### src/adcseq_pkg.sv
// shared constants for the converter sequencing block
package adcseq_pkg;
    // register byte offsets on the wishbone bus
    localparam logic [3:0] ADCSEQ_OFS_CTRL   = 4'h0;   // converter_control_status
    localparam logic [3:0] ADCSEQ_OFS_SEL    = 4'h4;   // channel_reference_select
    localparam logic [3:0] ADCSEQ_OFS_RESULT = 4'h8;   // conversion result
    localparam logic [3:0] ADCSEQ_OFS_STAT   = 4'hC;   // status
    // control field positions
    localparam int CTL_EN    = 7;
    localparam int CTL_START = 6;
    localparam int CTL_AUTO  = 5;
    localparam int CTL_DONE  = 4;
    localparam int CTL_IE    = 3;
    localparam int CTL_DIV_W = 3;   // clock_divide_select width at bits 2:0
    // selection field layout
    localparam int SEL_CH_W  = 6;   // input_channel_field bits 5:0
    localparam int SEL_REF_W = 2;   // reference_source_field bits 7:6
    localparam int SEL_W     = SEL_CH_W + SEL_REF_W;
    localparam logic [7:0] SEL_RESET = 8'h00;
    // converter clock counts, in half cycles of the converter clock
    localparam logic [5:0] HALF_FIRST    = 6'h32;   // 25 cycles
    localparam logic [5:0] HALF_NORMAL   = 6'h1A;   // 13 cycles
    localparam logic [5:0] HALF_AUTO     = 6'h1B;   // 13.5 cycles
    localparam logic [5:0] HALF_FREE     = 6'h1C;   // 14 cycles
    localparam logic [5:0] SH_FIRST      = 6'h1B;   // 13.5
    localparam logic [5:0] SH_NORMAL     = 6'h03;   // 1.5
    localparam logic [5:0] SH_AUTO       = 6'h04;   // 2
    localparam logic [5:0] SH_FREE       = 6'h05;   // 2.5
    localparam int TRIG_SYNC_CYC = 3;   // cpu cycles spent synchronising a trigger
    localparam int RES_W = 10;
    typedef enum logic [1:0] {KIND_FIRST, KIND_NORMAL, KIND_AUTO, KIND_FREE} adcseq_kind_e;
endpackage : adcseq_pkg

### src/adcseq_presc_if.sv
// carrier between sequencer and prescaler
`timescale 1ns/100ps
interface adcseq_presc_if;
    logic       run;       // converter enabled
    logic       restart;   // trigger reset of the divider
    logic [2:0] div_sel;   // clock_divide_select
    logic       half_tick; // every half converter clock
    logic       rise;      // converter clock rising edge
    modport ctrl (output run, output restart, output div_sel, input half_tick, input rise);
    modport presc(input run, input restart, input div_sel, output half_tick, output rise);
endinterface : adcseq_presc_if

### src/adcseq_top.sv
// converter sequencing: wishbone registers, prescaler, conversion timing
//
// The Wishbone interface to the registers and the register addresses were left to the implementer.
`timescale 1ns/100ps
module adcseq_top
    import adcseq_pkg::*;
#(
    parameter int TRIG_N = 4   // number of auto-trigger sources
)(
    // clock and reset
    input  wire logic                 mclk,
    input  wire logic                 reset_n,
    input  wire logic                 clk_en,
    // wishbone slave
    input  wire logic                 wb_cyc_i,
    input  wire logic                 wb_stb_i,
    input  wire logic                 wb_we_i,
    input  wire logic [3:0]           wb_adr_i,
    input  wire logic [3:0]           wb_sel_i,
    input  wire logic [31:0]          wb_dat_i,
    output logic      [31:0]          wb_dat_o,
    output logic                      wb_ack_o,
    // trigger and sleep inputs from the core, same clock
    input  wire logic [TRIG_N-1:0]    trig_src,
    input  wire logic [1:0]           trig_select,
    input  wire logic                 sleep_quiet_entry,
    // analog converter side
    input  wire logic [RES_W-1:0]     analog_result,
    output logic                      sample_hold,
    output logic [SEL_W-1:0]          active_select,
    output logic                      conv_irq_req
);
    // the two-bit trigger select decodes at most four sources
    if (TRIG_N < 1 || TRIG_N > 4) begin : g_bad_trig_n
        $error("TRIG_N must be 1 to 4");
    end

    adcseq_presc_if pif();

    // software-visible state
    logic             en_q, start_q, auto_q, done_q, ie_q;
    logic [2:0]       div_q;
    logic [SEL_W-1:0] sel_buf_q;
    logic [SEL_W-1:0] sel_act_q;
    logic [RES_W-1:0] result_q;
    // sequencing state
    typedef enum logic [1:0] {ST_IDLE, ST_WAIT, ST_CONV} adcseq_state_e;
    adcseq_state_e    st_q;
    adcseq_kind_e     kind_q;
    logic             first_q;
    logic [5:0]       half_q;
    logic [1:0]       sync_q;
    logic             trig_prev_q;
    logic             irq_q, sh_q, ack_q;
    logic [31:0]      dat_q;

    logic             wr, ctrl_wr, dis_wr;
    logic             trig_lvl, trig_rise, finish, sleep_go;
    logic [5:0]       total_half, sh_half;

    // a write lands at the edge where the master samples ack, never earlier
    assign wr      = wb_cyc_i && wb_stb_i && wb_we_i && ack_q && wb_sel_i[0];
    assign ctrl_wr = wr && (wb_adr_i == ADCSEQ_OFS_CTRL);
    assign dis_wr  = ctrl_wr && !wb_dat_i[CTL_EN];
    assign pif.run     = en_q;
    assign pif.restart = (sync_q == 2'(TRIG_SYNC_CYC - 1));
    assign pif.div_sel = div_q;

    adcseq_presc u_presc (
        .mclk    (mclk),
        .reset_n (reset_n),
        .clk_en  (clk_en),
        .p       (pif)
    );

    // per-kind length and hold point in half converter cycles
    function automatic logic [5:0] kind_len(input adcseq_kind_e k, input logic hold);
        case (k)
            KIND_FIRST: kind_len = hold ? SH_FIRST  : HALF_FIRST;
            KIND_AUTO:  kind_len = hold ? SH_AUTO   : HALF_AUTO;
            KIND_FREE:  kind_len = hold ? SH_FREE   : HALF_FREE;
            default:    kind_len = hold ? SH_NORMAL : HALF_NORMAL;
        endcase
    endfunction : kind_len

    assign total_half = kind_len(kind_q, 1'b0);
    assign sh_half    = kind_len(kind_q, 1'b1);
    assign trig_lvl   = trig_src[trig_select[$clog2(TRIG_N > 1 ? TRIG_N : 2)-1:0] % TRIG_N];
    assign trig_rise  = trig_lvl && !trig_prev_q;
    assign finish     = (st_q == ST_CONV) && pif.half_tick && (half_q == total_half - 6'h01);
    // quiet sleep entry starts a single conversion when idle
    assign sleep_go   = sleep_quiet_entry && en_q && !auto_q && ie_q && st_q == ST_IDLE
                        && !start_q;

    // trigger edge detection, clean same-clock source
    always_ff @(posedge mclk or negedge reset_n) begin
        if (!reset_n) trig_prev_q <= 1'b0;
        else if (clk_en) trig_prev_q <= trig_lvl;
    end

    // three-cycle trigger synchroniser; edges during conversion ignored
    always_ff @(posedge mclk or negedge reset_n) begin
        if (!reset_n) begin
            sync_q <= 2'h0;
        end else if (clk_en) begin
            if (sync_q != 2'h0) begin
                sync_q <= (sync_q == 2'(TRIG_SYNC_CYC - 1)) ? 2'h0 : sync_q + 2'h1;
            end else if (trig_rise && en_q && auto_q && st_q == ST_IDLE && !done_q) begin
                sync_q <= 2'h1;
            end
        end
    end

    // control register; hardware start and completion win over software clear
    always_ff @(posedge mclk or negedge reset_n) begin
        if (!reset_n) begin
            en_q <= 1'b0; start_q <= 1'b0; auto_q <= 1'b0;
            done_q <= 1'b0; ie_q <= 1'b0; div_q <= 3'h0;
        end else if (clk_en) begin
            if (wr && wb_adr_i == ADCSEQ_OFS_CTRL) begin
                en_q   <= wb_dat_i[CTL_EN];
                auto_q <= wb_dat_i[CTL_AUTO];
                ie_q   <= wb_dat_i[CTL_IE];
                div_q  <= wb_dat_i[CTL_DIV_W-1:0];
                if (wb_dat_i[CTL_START] && wb_dat_i[CTL_EN]) start_q <= 1'b1;
                if (wb_dat_i[CTL_DONE] && !finish) done_q <= 1'b0;   // write one clears
                if (!wb_dat_i[CTL_EN]) start_q <= 1'b0;
            end
            if (sleep_go || pif.restart) start_q <= 1'b1;
            if (finish) begin
                done_q <= 1'b1;
                // start stays high only when free running carries straight on
                start_q <= auto_q && (trig_select == 2'h0);
            end
        end
    end

    // conversion sequencer: a single start waits for a converter clock rise; a trigger
    // starts at once, since the divider restarts in the same cycle
    always_ff @(posedge mclk or negedge reset_n) begin
        if (!reset_n) begin
            st_q    <= ST_IDLE;
            kind_q  <= KIND_NORMAL;
            first_q <= 1'b1;
            half_q  <= 6'h00;
        end else if (clk_en) begin
            // a disabling write idles at once so start and state never disagree
            if (!en_q || dis_wr) begin
                st_q    <= ST_IDLE;
                first_q <= 1'b1;
            end else begin
                case (st_q)
                    ST_IDLE: begin
                        if (pif.restart) begin
                            st_q    <= ST_CONV;
                            half_q  <= 6'h00;
                            kind_q  <= first_q ? KIND_FIRST : KIND_AUTO;
                            first_q <= 1'b0;
                        end else if (start_q || sleep_go) begin
                            st_q <= ST_WAIT;
                        end
                    end
                    ST_WAIT: begin
                        if (pif.rise) begin
                            st_q    <= ST_CONV;
                            half_q  <= 6'h00;
                            kind_q  <= first_q ? KIND_FIRST : KIND_NORMAL;
                            first_q <= 1'b0;
                        end
                    end
                    ST_CONV: begin
                        if (pif.half_tick) half_q <= half_q + 6'h01;
                        if (finish) begin
                            if (auto_q && trig_select == 2'h0) begin
                                st_q   <= ST_CONV;
                                half_q <= 6'h00;
                                kind_q <= KIND_FREE;
                            end else begin
                                st_q <= ST_IDLE;
                            end
                        end
                    end
                    default: st_q <= ST_IDLE;
                endcase
            end
        end
    end

    // selection buffer, random access by software
    always_ff @(posedge mclk or negedge reset_n) begin
        if (!reset_n) sel_buf_q <= SEL_RESET;
        else if (clk_en && wr && wb_adr_i == ADCSEQ_OFS_SEL) sel_buf_q <= wb_dat_i[SEL_W-1:0];
    end

    // active selection follows buffer outside conversions and in the last cycle
    always_ff @(posedge mclk or negedge reset_n) begin
        if (!reset_n) begin
            sel_act_q <= SEL_RESET;
        end else if (clk_en) begin
            if (st_q != ST_CONV || half_q >= total_half - 6'h02)
                sel_act_q <= sel_buf_q;   // free-run restart keeps the lock
        end
    end

    // result capture, sample pulse, interrupt request
    always_ff @(posedge mclk or negedge reset_n) begin
        if (!reset_n) begin
            result_q <= '0; sh_q <= 1'b0; irq_q <= 1'b0;
        end else if (clk_en) begin
            sh_q  <= (st_q == ST_CONV) && pif.half_tick && (half_q == sh_half - 6'h01);
            irq_q <= done_q && ie_q;   // request held regardless of wake source
            if (finish) result_q <= analog_result;
        end
    end

    // wishbone answer, one cycle after request, unmapped reads zero
    always_ff @(posedge mclk or negedge reset_n) begin
        if (!reset_n) begin
            ack_q <= 1'b0; dat_q <= 32'h0000_0000;
        end else if (clk_en) begin
            ack_q <= wb_cyc_i && wb_stb_i && !ack_q;
            case (wb_adr_i)
                ADCSEQ_OFS_CTRL:   dat_q <= {24'h00_0000, en_q, start_q, auto_q, done_q,
                                             ie_q, div_q};
                ADCSEQ_OFS_SEL:    dat_q <= {24'h00_0000, sel_buf_q};
                ADCSEQ_OFS_RESULT: dat_q <= {22'h00_0000, result_q};
                ADCSEQ_OFS_STAT:   dat_q <= {28'h000_0000, first_q, 1'b0, st_q};
                default:           dat_q <= 32'h0000_0000;
            endcase
        end
    end

    // sleep modes other than quiet ones have no input here, so enable is untouched
    assign wb_ack_o      = ack_q;
    assign wb_dat_o      = dat_q;
    assign sample_hold   = sh_q;
    assign active_select = sel_act_q;
    assign conv_irq_req  = irq_q;

    a_start_busy : assert property (@(posedge mclk) disable iff (!reset_n)
        (st_q == ST_CONV && !finish) |-> start_q) else $error("start low in conversion");
    a_done_sets : assert property (@(posedge mclk) disable iff (!reset_n)
        (finish && clk_en) |=> done_q) else $error("flag not set");
    a_single_clear : assert property (@(posedge mclk) disable iff (!reset_n)
        (finish && clk_en && !auto_q && !wr) |=> !start_q) else $error("start not cleared");
    a_sel_locked : assert property (@(posedge mclk) disable iff (!reset_n)
        (st_q == ST_CONV && $past(st_q) == ST_CONV && half_q < 6'h02 && half_q != 6'h00)
        |-> $stable(sel_act_q)) else $error("selection moved");
    a_trig_sync : assert property (@(posedge mclk) disable iff (!reset_n)
        (sync_q == 2'h1 && clk_en) |=> ##[0:40] pif.restart) else $error("no restart");
    a_wait_rise : assert property (@(posedge mclk) disable iff (!reset_n)
        (st_q == ST_WAIT && pif.rise && en_q && clk_en) |=> st_q == ST_CONV)
        else $error("no start on rise");
    a_disable_idle : assert property (@(posedge mclk) disable iff (!reset_n)
        (!en_q && clk_en) |=> (st_q == ST_IDLE && first_q)) else $error("not idle after disable");
    a_ack_pulse : assert property (@(posedge mclk) disable iff (!reset_n)
        ack_q && clk_en |=> !ack_q) else $error("ack held");
endmodule : adcseq_top

### src/adcseq_presc.sv
// power-of-two prescaler producing converter clock half-cycle ticks
`timescale 1ns/100ps
module adcseq_presc
    import adcseq_pkg::*;
(
    // clocking
    input  wire logic mclk,
    input  wire logic reset_n,
    input  wire logic clk_en,
    // sequencer side
    adcseq_presc_if.presc p
);
    logic [7:0] cnt_q;
    logic       phase_q;
    logic [7:0] half_len;

    // half period is 2^(sel-1) cpu cycles; sel 0 still divides by 2
    always_comb begin
        half_len = 8'h01 << ((p.div_sel == 3'h0) ? 3'h0 : (p.div_sel - 3'h1));
    end

    // divider held in reset while disabled, restarted on a trigger
    always_ff @(posedge mclk or negedge reset_n) begin
        if (!reset_n) begin
            cnt_q   <= 8'h00;
            phase_q <= 1'b0;
        end else if (clk_en) begin
            if (!p.run || p.restart) begin
                cnt_q   <= 8'h00;
                phase_q <= 1'b0;
            end else if (cnt_q >= half_len - 8'h01) begin
                cnt_q   <= 8'h00;
                phase_q <= ~phase_q;
            end else begin
                cnt_q <= cnt_q + 8'h01;
            end
        end
    end

    // greater-or-equal so a smaller ratio written mid-count does not wrap the counter
    assign p.half_tick = clk_en && p.run && !p.restart && (cnt_q >= half_len - 8'h01);
    assign p.rise      = p.half_tick && phase_q;

    a_presc_reset : assert property (@(posedge mclk) disable iff (!reset_n)
        (!p.run && clk_en) |=> (cnt_q == 8'h00)) else $error("prescaler ran while disabled");
endmodule : adcseq_presc

### config.mk
export PLATFORM = sky130hd
export DESIGN_NAME = adcseq_top
export DESIGN_NICKNAME = d
export VERILOG_FILES = /design/src/adcseq_pkg.sv /design/src/adcseq_presc_if.sv /design/src/adcseq_top.sv /design/src/adcseq_presc.sv
export SDC_FILE = /design/constraint.sdc
export NUM_CORES = 1
export LEC_CHECK = 0
export ABC_CLOCK_PERIOD_IN_PS = 8300
export BUFFER_PORTS_ARGS = -buffer_cell sky130_fd_sc_hd__buf_4
export CELL_PAD_IN_SITES_DETAIL_PLACEMENT = 0
export CELL_PAD_IN_SITES_GLOBAL_PLACEMENT = 1
export CORE_MARGIN = 4
export CORE_UTILIZATION = 46
export CTS_BUF_LIST = sky130_fd_sc_hd__clkbuf_2
export DETAILED_ROUTE_END_ITERATION = 8
export GPL_ROUTABILITY_DRIVEN = 0
export PLACE_DENSITY_LB_ADDON = 0.1
export SKIP_CTS_REPAIR_TIMING = 1
export SYNTH_ARGS = -nofsm -noshare
export SYNTH_HDL_FRONTEND = slang
export SYNTH_HIERARCHICAL = 1
export SYNTH_SLANG_ARGS = --single-unit
### constraint.sdc
create_clock -name mclk -period 8.3 [get_ports mclk]
set_clock_uncertainty 0.1 [all_clocks]
set_input_delay 0.83 -clock mclk [delete_from_list [all_inputs] [get_ports mclk]]
set_output_delay 0.83 -clock mclk [all_outputs]
set_load 0.02 [all_outputs]
==> results of run 1 <==
==> worst register-to-register path: cells and delay by family (launching register included) <==
kind                     cells  cell delay (ns)
AO/OA/AOI/OAI                6             1.31
AND/OR/NAND/NOR              7             2.08
multiplexers                 1             0.34
flip-flops                   1             0.57
adder cells (fa/ha/maj)      3             0.85
buffers and inverters        1             0.07
==> through the flow <==
step                      hold WS, ns  util (%)  worst slack [ns]  cell area (um^2)  std cells
after detailed placement        0.375      51.9              2.89              4820        603
after global placement          0.372      51.9              2.95              4820        603
after CTS                       0.310      53.2              2.85              4940        619
after floorplan                 0.350         -              3.39              4470        459
final                           0.309      53.2              2.92              4940        619
after global routing            0.346      53.2              2.41              4940        619
==> area by class of cell <==
class	instances	area share [%]
multi-input cells	324	48.5
flip-flops and latches	70	35.5
repair buffers	56	8.51
well taps	129	3.27
inverters	24	1.82
clock inverters	6	1.42
clock buffers	10	1.01
==> state kept, by name, indices dropped and copies added (netlist names), 2 cells and up <==
signal	count
div_q	3
half_q	6
sel_buf_q	8
kind_q	2
u_presc/cnt_q	8
sync_q	2
st_q	2
wb_dat_o	10
active_select	8
result_q	10
==> worst min path at each step <==
stage / end / depth (start not counted) / slack [ns]
6_report: ie_q / 1 / 0.31
5_1_grt: active_select[2] / 1 / 0.35
4_1_cts: active_select[2] / 1 / 0.31
3_5_place_dp: wb_dat_o[0] / 1 / 0.37
3_3_place_gp: wb_dat_o[5] / 1 / 0.37
2_1_floorplan: first_q / 2 / 0.35
==> Yosys cell counts, drive strengths merged (3+ instances only) <==
library cell  instances  area share [%]
a21o                  5            0.85
a21oi                25             2.9
a22o                  7             1.4
buf                  25             4.0
clkbuf               16             1.4
dfrtp                68              39
ha                   21             6.0
inv                  24             2.1
mux2                 26             6.7
mux2i                 8             1.8
mux4                  4             2.1
nand2                37             3.3
nand2b                4            0.57
nand3                15             1.7
nand3b               11             1.9
nand4                15             2.1
nor2                 23             2.0
nor2b                 7             1.2
nor3                  9             1.4
o211ai               10             1.7
o21ai                14             1.6
o2bb2ai              10             2.0
or2                   3            0.43
xnor2                 3            0.60
xor2                  6             1.2
==> power groups by stage <==
stage / Sequential [mW] / Clock, mW / Combinational [mW]
3_5_place_dp: 0.354 / 0 / 0.0682
4_1_cts: 0.348 / 0.216 / 0.0684
2_1_floorplan: 0.355 / 0 / 0.0456
3_3_place_gp: 0.354 / 0 / 0.0678
6_report: 0.348 / 0.207 / 0.0674
5_1_grt: 0.349 / 0.229 / 0.0749
==> cell families (layout without fill, tap and decap cells) <==
group | Yosys count | count (layout) | share of synthesized area, %
xor gates and xnor gates | 9 | 9 | 1.79
buffers and inverters | 65 | 96 | 7.44
and+or+nand+nor | 136 | 136 | 17.4
muxes | 38 | 38 | 10.5
DFF | 70 | 70 | 39.9
adders and majority gates | 21 | 21 | 5.98
AOI/OAI and AO/OA | 97 | 97 | 16.8
other | 1 | 23 | 0.0854
==> metal layers <==
layer,up-vias,routed length [um],GRT usage (%)
met5,-,0,0
met2,67,4710,28.6
li1,1639,-,-
met1,1672,4690,26.0
met3,9,464,2.76
met4,0,110,5.55
==> key figures, run 1 <==
Critical path
  • CP max stage delay: around 0.57 ns
  • Worst path depth: 18
  • Reg2reg setup slack: between 2 and 3 ns
  • Slowest CP cell: dfrtp_1
  • Data required time at the worst endpoint: roughly 8.6 ns
  • CP arrival: roughly 5.7 ns
  • CP endpoint: kind_q[1]
  • CP Cell Sequence: nor2_1 -> inv_1 -> ha_1 -> or3b_2 -> ha_1 -> o211ai_1 -> a21oi_1 -> a211o_1 -> ha_1 -> nand2_1 -> a2111oi_4 -> a21oi_1 -> nor2_1 -> nand2_2 -> nor4_4 -> a21oi_2 -> nor3_4 -> mux2_1
  • Critical path startpoint: div_q[0]
  • Crit-path max FO: 14
  • Worst reg2reg path depth: 18
  • CP Capture Type: register
  • Worst Setup Start Kind: register
  • RR Endpoint: kind_q[1]
  • Worst reg2reg path startpoint: div_q[0]
  • Critical path buffers and inverters: 1
  • CP most frequent cell: ha_1
  • Setup CP Type: register to register
  • Delay-heaviest family, CP: simple AND/OR/NAND/NOR gates

STA
  • Pin slew with the least headroom to its limit: roughly 1.1 ns
  • Max-slew headroom: a little over a quarter
  • Fmax: between 150 and 200 MHz
  • Minimum clock period: roughly 5.4 ns
  • Final Cycle Share: 64.9%
  • Final hold violation count: 0
  • Final setup violation count: 0
  • Final slew viol count: 0
  • Fin Setup TNS: 0 ns
  • RSZ-0062 raised after global routing: false

Clocking
  • TritonCTS Sinks: 70
  • Inserted Clock Buffers: 9
  • Skew-Pair Late Insertion Delay: approximately 0.52 ns
  • H-tree depth: 3
  • Reg clk slew, reported paths: 0.23 ns
  • Clock Tree Buf Depth: 2
  • CTS tree: built
  • CTS Root Cell: clkbuf_2

Placement
  • HPWL Detailed: 7130 um
  • PortBufs: 56

Yosys
  • YS warnings: 6
  • Number of synthesized flops with an enable pin: 0
  • Flops & latches, synth: 70
  • Mapped Avg Cell Area: approximately 10 um^2
  • Ys flop type: dfrtp_1
  • Synthesized area: around 4400 um^2
  • Register area share after synthesis: approximately two fifths
  • Synth cell types: 71
  • Mapped Cells: 437
  • Post-synthesis async set-or-reset flop share: between 90% and 100%

Power
  • Power density over the cells: 126 nW/um^2
  • Max VDD drop: 0.0000807 V
  • P_leak: ~2.3 nW
  • Internal power: ~440 uW
  • Switching Fraction: ~29%
  • Sequential power share: between 50% and 60%
  • Psw: 180 uW
  • Clk pwr share: about a third
  • Power consumption: a little over 600 uW
  • Logic pwr share: 10.8%

Die
  • Core ar.: around 9300 um^2
  • Die Span X: 106 um
  • Die H: between 100 and 150 um
  • I/O pin count: 106
  • Row count: 35
  • Die Area: between 10,000 and 15,000 um^2
  • Initial Utilization: a little under half

Routing
  • Final wirelength: between 9000 and 10,000 um
  • DRC violations left: 0
  • Pre-antenna DRT Iters: 5
  • Drt wl/cell: about 16 um
  • Vias/cell: 5.47
  • Initial DRC count: about 160
  • Antenna Nets Post-Route: 0
  • DR vias: roughly 3,400

Global routing
  • Largest net degree at the start of global routing: 71
  • Initial antenna violation count: 0
  • First-pass GRT wire length: between 15,000 and 20,000 um
  • Gr usage total: between 10% and 20%
  • Vias in the first global route: between 3,000 and 4,000
  • Total gr overflow: 0

Layout
  • Multi-input gate area: around 2400 um^2
  • FF/Latch Area: 1750 um^2
  • Inserted Diodes: 0
  • Layout cell share with drive strength beyond 1: approximately a quarter
  • Most frequent cells in the layout: dfrtp_1, buf_4, nand2_1, mux2_2, a21oi_1
  • Most common cell after layout, fill and taps aside: dfrtp_1
  • Fill count: 882
  • Final nets: roughly 570
  • Area growth, synth to finish: 12.5%

Run
  • Max-cap check violation count: 0

Run status
  • Status: complete, no violations

Worst hold path
  • Worst hold path type: input pin to async pin
No activity file was read; power rests on OpenSTA's default activity.
==> inputs of run 2 (changes only) <==
--- a/config.mk
+++ b/config.mk
@@ -5,12 +5,12 @@
 export SDC_FILE = /design/constraint.sdc
 export NUM_CORES = 1
 export LEC_CHECK = 0
-export ABC_CLOCK_PERIOD_IN_PS = 8300
+export ABC_CLOCK_PERIOD_IN_PS = 4500
 export BUFFER_PORTS_ARGS = -buffer_cell sky130_fd_sc_hd__buf_4
 export CELL_PAD_IN_SITES_DETAIL_PLACEMENT = 0
 export CELL_PAD_IN_SITES_GLOBAL_PLACEMENT = 1
 export CORE_MARGIN = 4
-export CORE_UTILIZATION = 46
+export CORE_UTILIZATION = 38
 export CTS_BUF_LIST = sky130_fd_sc_hd__clkbuf_2
 export DETAILED_ROUTE_END_ITERATION = 8
 export GPL_ROUTABILITY_DRIVEN = 0
==> constraint.sdc (replaced) <==
create_clock -name mclk -period 4.5 [get_ports mclk]
set_clock_uncertainty 0.1 [all_clocks]
set_input_delay 0.45 -clock mclk [delete_from_list [all_inputs] [get_ports mclk]]
set_output_delay 0.45 -clock mclk [all_outputs]
set_load 0.02 [all_outputs]
==> run 2 against run 1 <==
Compared with the run above: fmax increased by 26%; global-route usage down 1.2 points; worst hold slack worse by 0.27 ns; total power up 97%; combinational power rose by 110%; non-clock buffer count rose by 25; sequential power increased by 84%; clock power rose by 110%; critical path type unchanged; largest cell class unchanged.
==> key figures, run 2 (same netlist as run 1, synthesis figures left out) <==
Routing
  • Antenna Nets Post-Route: 0 (unchanged)
  • Drt wl/cell: 16.8 um (was 16.1 um)
  • Vias/cell: 5.36 (was 5.47)
  • Pre-antenna DRT Iters: 4 (was 5)
  • Initial DRC count: 212 (was 156)
  • DR vias: 3,514 (was 3,387)
  • Final wirelength: 11,000 um (was 9970 um)
  • DRC violations left: 0 (unchanged)

Power
  • Logic pwr share: 11.7% (was 10.8%)
  • Switching Fraction: 28.5% (was 28.9%)
  • Max VDD drop: 0.000152 V (was 0.0000807 V)
  • Psw: 351 uW (was 180 uW)
  • P_leak: 2.45 nW (was 2.31 nW)
  • Sequential power share: 52.2% (was 55.9%)
  • Clk pwr share: 36.1% (was 33.3%)
  • Internal power: 880 uW (was 443 uW)
  • Power density over the cells: 234 nW/um^2 (was 126 nW/um^2)

Die
  • Row count: 38 (was 35)
  • Core ar.: 11,100 um^2 (was 9280 um^2)
  • Die Span X: 116 um (was 106 um)
  • Die Area: 13,300 um^2 (was 11,200 um^2)
  • I/O pin count: 106 (unchanged)
  • Die H: 116 um (was 106 um)
  • Initial Utilization: 39.6% (was 47.3%)

Placement
  • HPWL Detailed: 7710 um (was 7130 um)
  • Dpl ws: 0.214 ns (was 2.89 ns)
  • PortBufs: 56 (unchanged)

STA
  • Final hold violation count: 0 (unchanged)
  • RSZ-0062 raised after global routing: false (unchanged)
  • Fin Setup TNS: 0 ns (unchanged)
  • Final Cycle Share: 95.1% (was 64.9%)
  • Final slew viol count: 0 (unchanged)
  • Final setup violation count: 0 (unchanged)
  • Worst Setup Slack, final: 0.221 ns (was 2.92 ns)
  • Minimum clock period: 4.28 ns (was 5.38 ns)
  • Pin slew with the least headroom to its limit: 1.10 ns (was 1.09 ns)
  • Fmax: 234 MHz (was 186 MHz)
  • Max-slew headroom: 26.5% (was 26.6%)
  • Hold Worst Slack: 0.0380 ns (was 0.309 ns)

Layout
  • Final nets: 594 (was 569)
  • Most frequent cells in the layout: buf_4, dfrtp_1, nand2_1, mux2_2 (was dfrtp_1, buf_4, nand2_1, mux2_2, a21oi_1)
  • Layout cell share with drive strength beyond 1: 27.6% (was 24.9%)
  • Area growth, synth to finish: 19.7% (was 12.5%)
  • Multi-input gate area: 2450 um^2 (was 2390 um^2)
  • FF/Latch Area: 1760 um^2 (was 1750 um^2)
  • Fill count: 1,033 (was 882)
  • Most common cell after layout, fill and taps aside: buf_4 (was dfrtp_1)
  • Inserted Diodes: 0 (unchanged)

Global routing
  • Gr usage total: 17.0% (was 18.2%)
  • First-pass GRT wire length: 17,800 um (was 16,500 um)
  • Largest net degree at the start of global routing: 71 (unchanged)
  • Total gr overflow: 0 (unchanged)
  • Initial antenna violation count: 0 (unchanged)
  • Vias in the first global route: 3,417 (was 3,260)

Critical path
  • CP Capture Type: register (unchanged)
  • Data required time at the worst endpoint: 4.88 ns (was 8.62 ns)
  • Worst Setup Start Kind: register (unchanged)
  • CP arrival: 4.65 ns (was 5.70 ns)
  • Crit-path max FO: 7 (was 14)
  • Setup CP Type: register to register (unchanged)

Clocking
  • Inserted Clock Buffers: 9 (unchanged)
  • Reg clk slew, reported paths: 0.23 ns (about the same)
  • CTS tree: built (unchanged)
  • CTS Root Cell: clkbuf_2 (unchanged)
  • H-tree depth: 3 (unchanged)
  • Clock Tree Buf Depth: 2 (unchanged)
  • TritonCTS Sinks: 70 (unchanged)
  • Skew-Pair Late Insertion Delay: 0.55 ns (was 0.52 ns)

Run status
  • Status: complete, no violations (unchanged)

Worst hold path
  • Worst hold path type: input pin to register (was input pin to async pin)

Run
  • Max-cap check violation count: 0 (unchanged)
[run 2: area by class of cell]
cell class	instances	share of cell area, %
well taps	140	3.33
clock buffers	9	0.857
clock inverters	7	1.83
multi-input cells	324	46.7
flip-flops and latches	70	33.4
inverters	24	1.71
repair buffers	81	12.2
[run 2: per-layer routing]
layer,track usage (%),vias to the layer above,share of wire (%)
met5,0,-,0
met4,4.07,0,0.77
met3,3.71,8,4.7
met2,26.0,86,46
met1,24.6,1714,49
li1,-,1706,-
[run 2: final timing paths]
kind | from | to | slack (ns) | cells past startpoint
hold reg to reg | result_q[8] | wb_dat_o[8] | 0.39 | 1
hold / removal | analog_result[8] | result_q[8] | 0.04 | 2
setup / recovery | div_q[1] | kind_q[1] | 0.22 | 18
setup reg to reg | div_q[1] | kind_q[1] | 0.22 | 18
min in group asynchronous | reset_n | half_q[3] | 0.42 | 2
max in group asynchronous | reset_n | div_q[2] | 3.21 | 2
[run 2: through the flow]
stage	utilization (%)	power (mW)	instances	instance area, um^2
finish	47.4	1.23	655	5260
global route	47.4	1.28	655	5260
CTS	45.8	1.24	640	5070
detailed placement	44.5	0.787	624	4930
global placement	44.5	0.785	624	4930
floorplan	-	0.739	459	4500
[run 2: worst max-delay path, cell delays in order (launching register included)]
cell and delay (ns):
dfrtp_1 0.46, nor2_4 0.14, inv_1 0.05, ha_1 0.18
or3b_4 0.41, ha_4 0.19, o211ai_1 0.11, a21oi_1 0.10
a211o_1 0.29, ha_1 0.27, nand2_1 0.08, a2111oi_4 0.31
a21oi_2 0.16, nor2_2 0.20, nand2_2 0.11, nor4_4 0.35
a21oi_4 0.13, nor3_4 0.25, mux2_1 0.34
[run 2: power by group through the flow]
stage | Sequential [mW] | Combinational [mW] | Clock (mW)
2_1_floorplan | 0.654 | 0.0853 | 0
3_3_place_gp | 0.652 | 0.133 | 0
3_5_place_dp | 0.653 | 0.134 | 0
4_1_cts | 0.642 | 0.135 | 0.462
5_1_grt | 0.643 | 0.159 | 0.480
6_report | 0.642 | 0.144 | 0.444
==> inputs of run 3 (changes only) <==
--- a/config.mk
+++ b/config.mk
@@ -5,17 +5,18 @@
 export SDC_FILE = /design/constraint.sdc
 export NUM_CORES = 1
 export LEC_CHECK = 0
-export ABC_CLOCK_PERIOD_IN_PS = 4500
+export ABC_CLOCK_PERIOD_IN_PS = 4400
 export BUFFER_PORTS_ARGS = -buffer_cell sky130_fd_sc_hd__buf_4
 export CELL_PAD_IN_SITES_DETAIL_PLACEMENT = 0
 export CELL_PAD_IN_SITES_GLOBAL_PLACEMENT = 1
 export CORE_MARGIN = 4
-export CORE_UTILIZATION = 38
+export CORE_UTILIZATION = 43
 export CTS_BUF_LIST = sky130_fd_sc_hd__clkbuf_2
 export DETAILED_ROUTE_END_ITERATION = 8
 export GPL_ROUTABILITY_DRIVEN = 0
 export PLACE_DENSITY_LB_ADDON = 0.1
 export SKIP_CTS_REPAIR_TIMING = 1
+export SLEW_MARGIN = 25
 export SYNTH_ARGS = -nofsm -noshare
 export SYNTH_HDL_FRONTEND = slang
 export SYNTH_HIERARCHICAL = 1
==> constraint.sdc (replaced) <==
create_clock -name mclk -period 4.4 [get_ports mclk]
set_clock_uncertainty 0.1 [all_clocks]
set_input_delay 0.44 -clock mclk [delete_from_list [all_inputs] [get_ports mclk]]
set_output_delay 0.44 -clock mclk [all_outputs]
set_load 0.02 [all_outputs]
==> run 3 against run 2 <==
Compared with the run above: sequential share of layout area about the same; combinational power grew 4%; register-to-register slack worse by 0.09 ns; critical endpoint unchanged; via count shrank 0.97%; count of clock-buffer cells in the layout is the same; fmax is 0.26% higher; critical path depth unchanged; wire length fell by 4.9%; sequential power rose by 2%.
==> key figures, run 3 (same netlist as run 1, synthesis figures left out) <==
Routing
  • Drt wl/cell: 16.0 um (was 16.8 um)
  • Antenna Nets Post-Route: 0 (unchanged)
  • Pre-antenna DRT Iters: 5 (was 4)
  • DR vias: 3,480 (was 3,514)
  • Vias/cell: 5.32 (was 5.36)
  • Initial DRC count: 203 (was 212)
  • Final wirelength: 10,400 um (was 11,000 um)
  • DRC violations left: 0 (unchanged)

Power
  • P_leak: 2.47 nW (was 2.45 nW)
  • Max VDD drop: 0.000116 V (was 0.000152 V)
  • Power consumption: 1.20 mW (was 1.23 mW)
  • Power density over the cells: 228 nW/um^2 (was 234 nW/um^2)

Clocking
  • CTS Root Cell: clkbuf_2 (unchanged)
  • Skew-Pair Late Insertion Delay: 0.54 ns (was 0.55 ns)
  • Clock Tree Buf Depth: 2 (unchanged)
  • TritonCTS Sinks: 70 (unchanged)
  • Reg clk slew, reported paths: 0.21 ns (was 0.23 ns)
  • Inserted Clock Buffers: 9 (unchanged)
  • CTS tree: built (unchanged)
  • H-tree depth: 3 (unchanged)

Layout
  • Most common cell after layout, fill and taps aside: buf_4 (unchanged)
  • Final nets: 600 (was 594)
  • Final core utilization: 53.3% (was 47.4%)
  • Fill count: 915 (was 1,033)
  • Most frequent cells in the layout: buf_4, dfrtp_1, nand2_1, mux2_2 (unchanged)
  • Area growth, synth to finish: 19.8% (was 19.7%)
  • Inserted Diodes: 0 (unchanged)
  • Layout cell share with drive strength beyond 1: 28.8% (was 27.6%)

Die
  • Initial Utilization: 44.5% (was 39.6%)
  • Core ar.: 9860 um^2 (was 11,100 um^2)
  • I/O pin count: 106 (unchanged)
  • Die Area: 11,900 um^2 (was 13,300 um^2)
  • Row count: 36 (was 38)
  • Die Span X: 109 um (was 116 um)
  • Die H: 109 um (was 116 um)

STA
  • Hold Worst Slack: 0.0472 ns (was 0.0380 ns)
  • Max-slew headroom: 38.5% (was 26.5%)
  • Pin slew with the least headroom to its limit: 0.922 ns (was 1.10 ns)
  • Final setup violation count: 0 (unchanged)
  • Final slew viol count: 0 (unchanged)
  • Final Cycle Share: 97.0% (was 95.1%)
  • Minimum clock period: 4.27 ns (was 4.28 ns)
  • Fmax: 234 MHz (about the same)
  • Final hold violation count: 0 (unchanged)

Critical path
  • CP Cell Sequence: nor2_2 -> inv_1 -> ha_2 -> or3b_4 -> ha_4 -> nand3_1 -> mux2i_1 -> a211o_1 -> ha_1 -> nand2_1 -> a2111oi_4 -> a21oi_2 -> nor3_1 -> inv_1 -> a221oi_2 -> nand2_1 -> nor3_4 -> mux2_4 (was nor2_4 -> inv_1 -> ha_1 -> or3b_4 -> ha_4 -> o211ai_1 -> a21oi_1 -> a211o_1 -> ha_1 -> nand2_1 -> a2111oi_4 -> a21oi_2 -> nor2_2 -> nand2_2 -> nor4_4 -> a21oi_4 -> nor3_4 -> mux2_1)
  • Slowest CP cell: dfrtp_1 (unchanged)
  • CP arrival: 4.60 ns (was 4.65 ns)
  • CP Capture Type: register (unchanged)
  • Crit-path max FO: 7 (unchanged)
  • Critical path startpoint: div_q[0] (was div_q[1])
  • Data required time at the worst endpoint: 4.73 ns (was 4.88 ns)
  • Worst reg2reg path startpoint: div_q[0] (was div_q[1])
  • Worst Setup Start Kind: register (unchanged)
  • Setup CP Type: register to register (unchanged)
  • CP max stage delay: 0.43 ns (was 0.46 ns)

Global routing
  • First-pass GRT wire length: 16,900 um (was 17,800 um)
  • M3 GR Usage: 3.61% (was 3.71%)
  • GR peak layer: met2 (unchanged)
  • Largest net degree at the start of global routing: 71 (unchanged)
  • GR Util met1: 26.6% (was 24.6%)
  • Initial antenna violation count: 0 (unchanged)
  • Vias in the first global route: 3,246 (was 3,417)
  • Met2 usage: 26.9% (was 26.0%)
  • Total gr overflow: 0 (unchanged)
  • Gr usage total: 18.0% (was 17.0%)

Worst hold path
  • Hold Path Origin: analog_result[0] (was analog_result[8])
  • Worst hold path type: input pin to register (unchanged)

Run
  • Max-cap check violation count: 0 (unchanged)

Placement
  • HPWL Detailed: 7310 um (was 7710 um)
  • PortBufs: 56 (unchanged)

Run status
  • Status: complete, no violations (unchanged)
run 3: routing by layer:
layer  share of wire [%]  up-vias  wire (um)
li1                    -     1713          -
met1                  49     1682       5160
met2                  45       76       4680
met3                 4.6        9        483
met4                 1.1        0        119
met5                   0        -          0
run 3: worst paths after layout:
| kind | endpoint | slack [ns] | cells after the start |
|---|---|---|---|
| setup / recovery | kind_q[1] | 0.13 | 18 |
| hold / removal | result_q[0] | 0.05 | 2 |
| setup reg to reg | kind_q[1] | 0.13 | 18 |
| hold reg to reg | first_q | 0.41 | 2 |
| max in group asynchronous | div_q[2] | 3.09 | 2 |
| min in group asynchronous | u_presc/cnt_q[5] | 0.45 | 2 |
run 3: through the flow:
step,instances,TNS (ns),setup WS (ns),area [um^2]
after CTS,631,0,0.00856,5030
after global placement,615,0,0.140,4920
final,654,0,0.132,5260
after detailed placement,615,0,0.0190,4920
after global routing,654,-0.287,-0.0625,5260
after floorplan,459,0,0.0241,4510
run 3: worst max-delay path: cells and delay by family, from the launching register on:
| kind | cells | cell delay [ns] |
|---|---|---|
| buffers and inverters | 2 | 0.16 |
| adder cells (fa/ha/maj) | 3 | 0.65 |
| flip-flops | 1 | 0.43 |
| multiplexers | 2 | 0.38 |
| AO/OA/AOI/OAI | 4 | 1.14 |
| AND/OR/NAND/NOR | 7 | 1.30 |
run 3: cell type report:
type	instances	area, um^2	share of cell area, %
inverter	24	90.1	1.71
multi-input combinational	324	2450	46.5
clock inverter	7	72.6	1.38
sequential	70	1760	33.4
clock buffer	9	45.0	0.856
tap	133	166	3.16
timing repair buffer	87	683	13.0
run 3: where the power goes:
group	total [mW]	leakage (nW)	switching, mW	internal (mW)
clock network	0.393	0.0703	0.259	0.133
registers	0.656	0.955	0.00572	0.651
logic	0.150	1.45	0.0864	0.0638
total	1.20	2.47	0.351	0.848
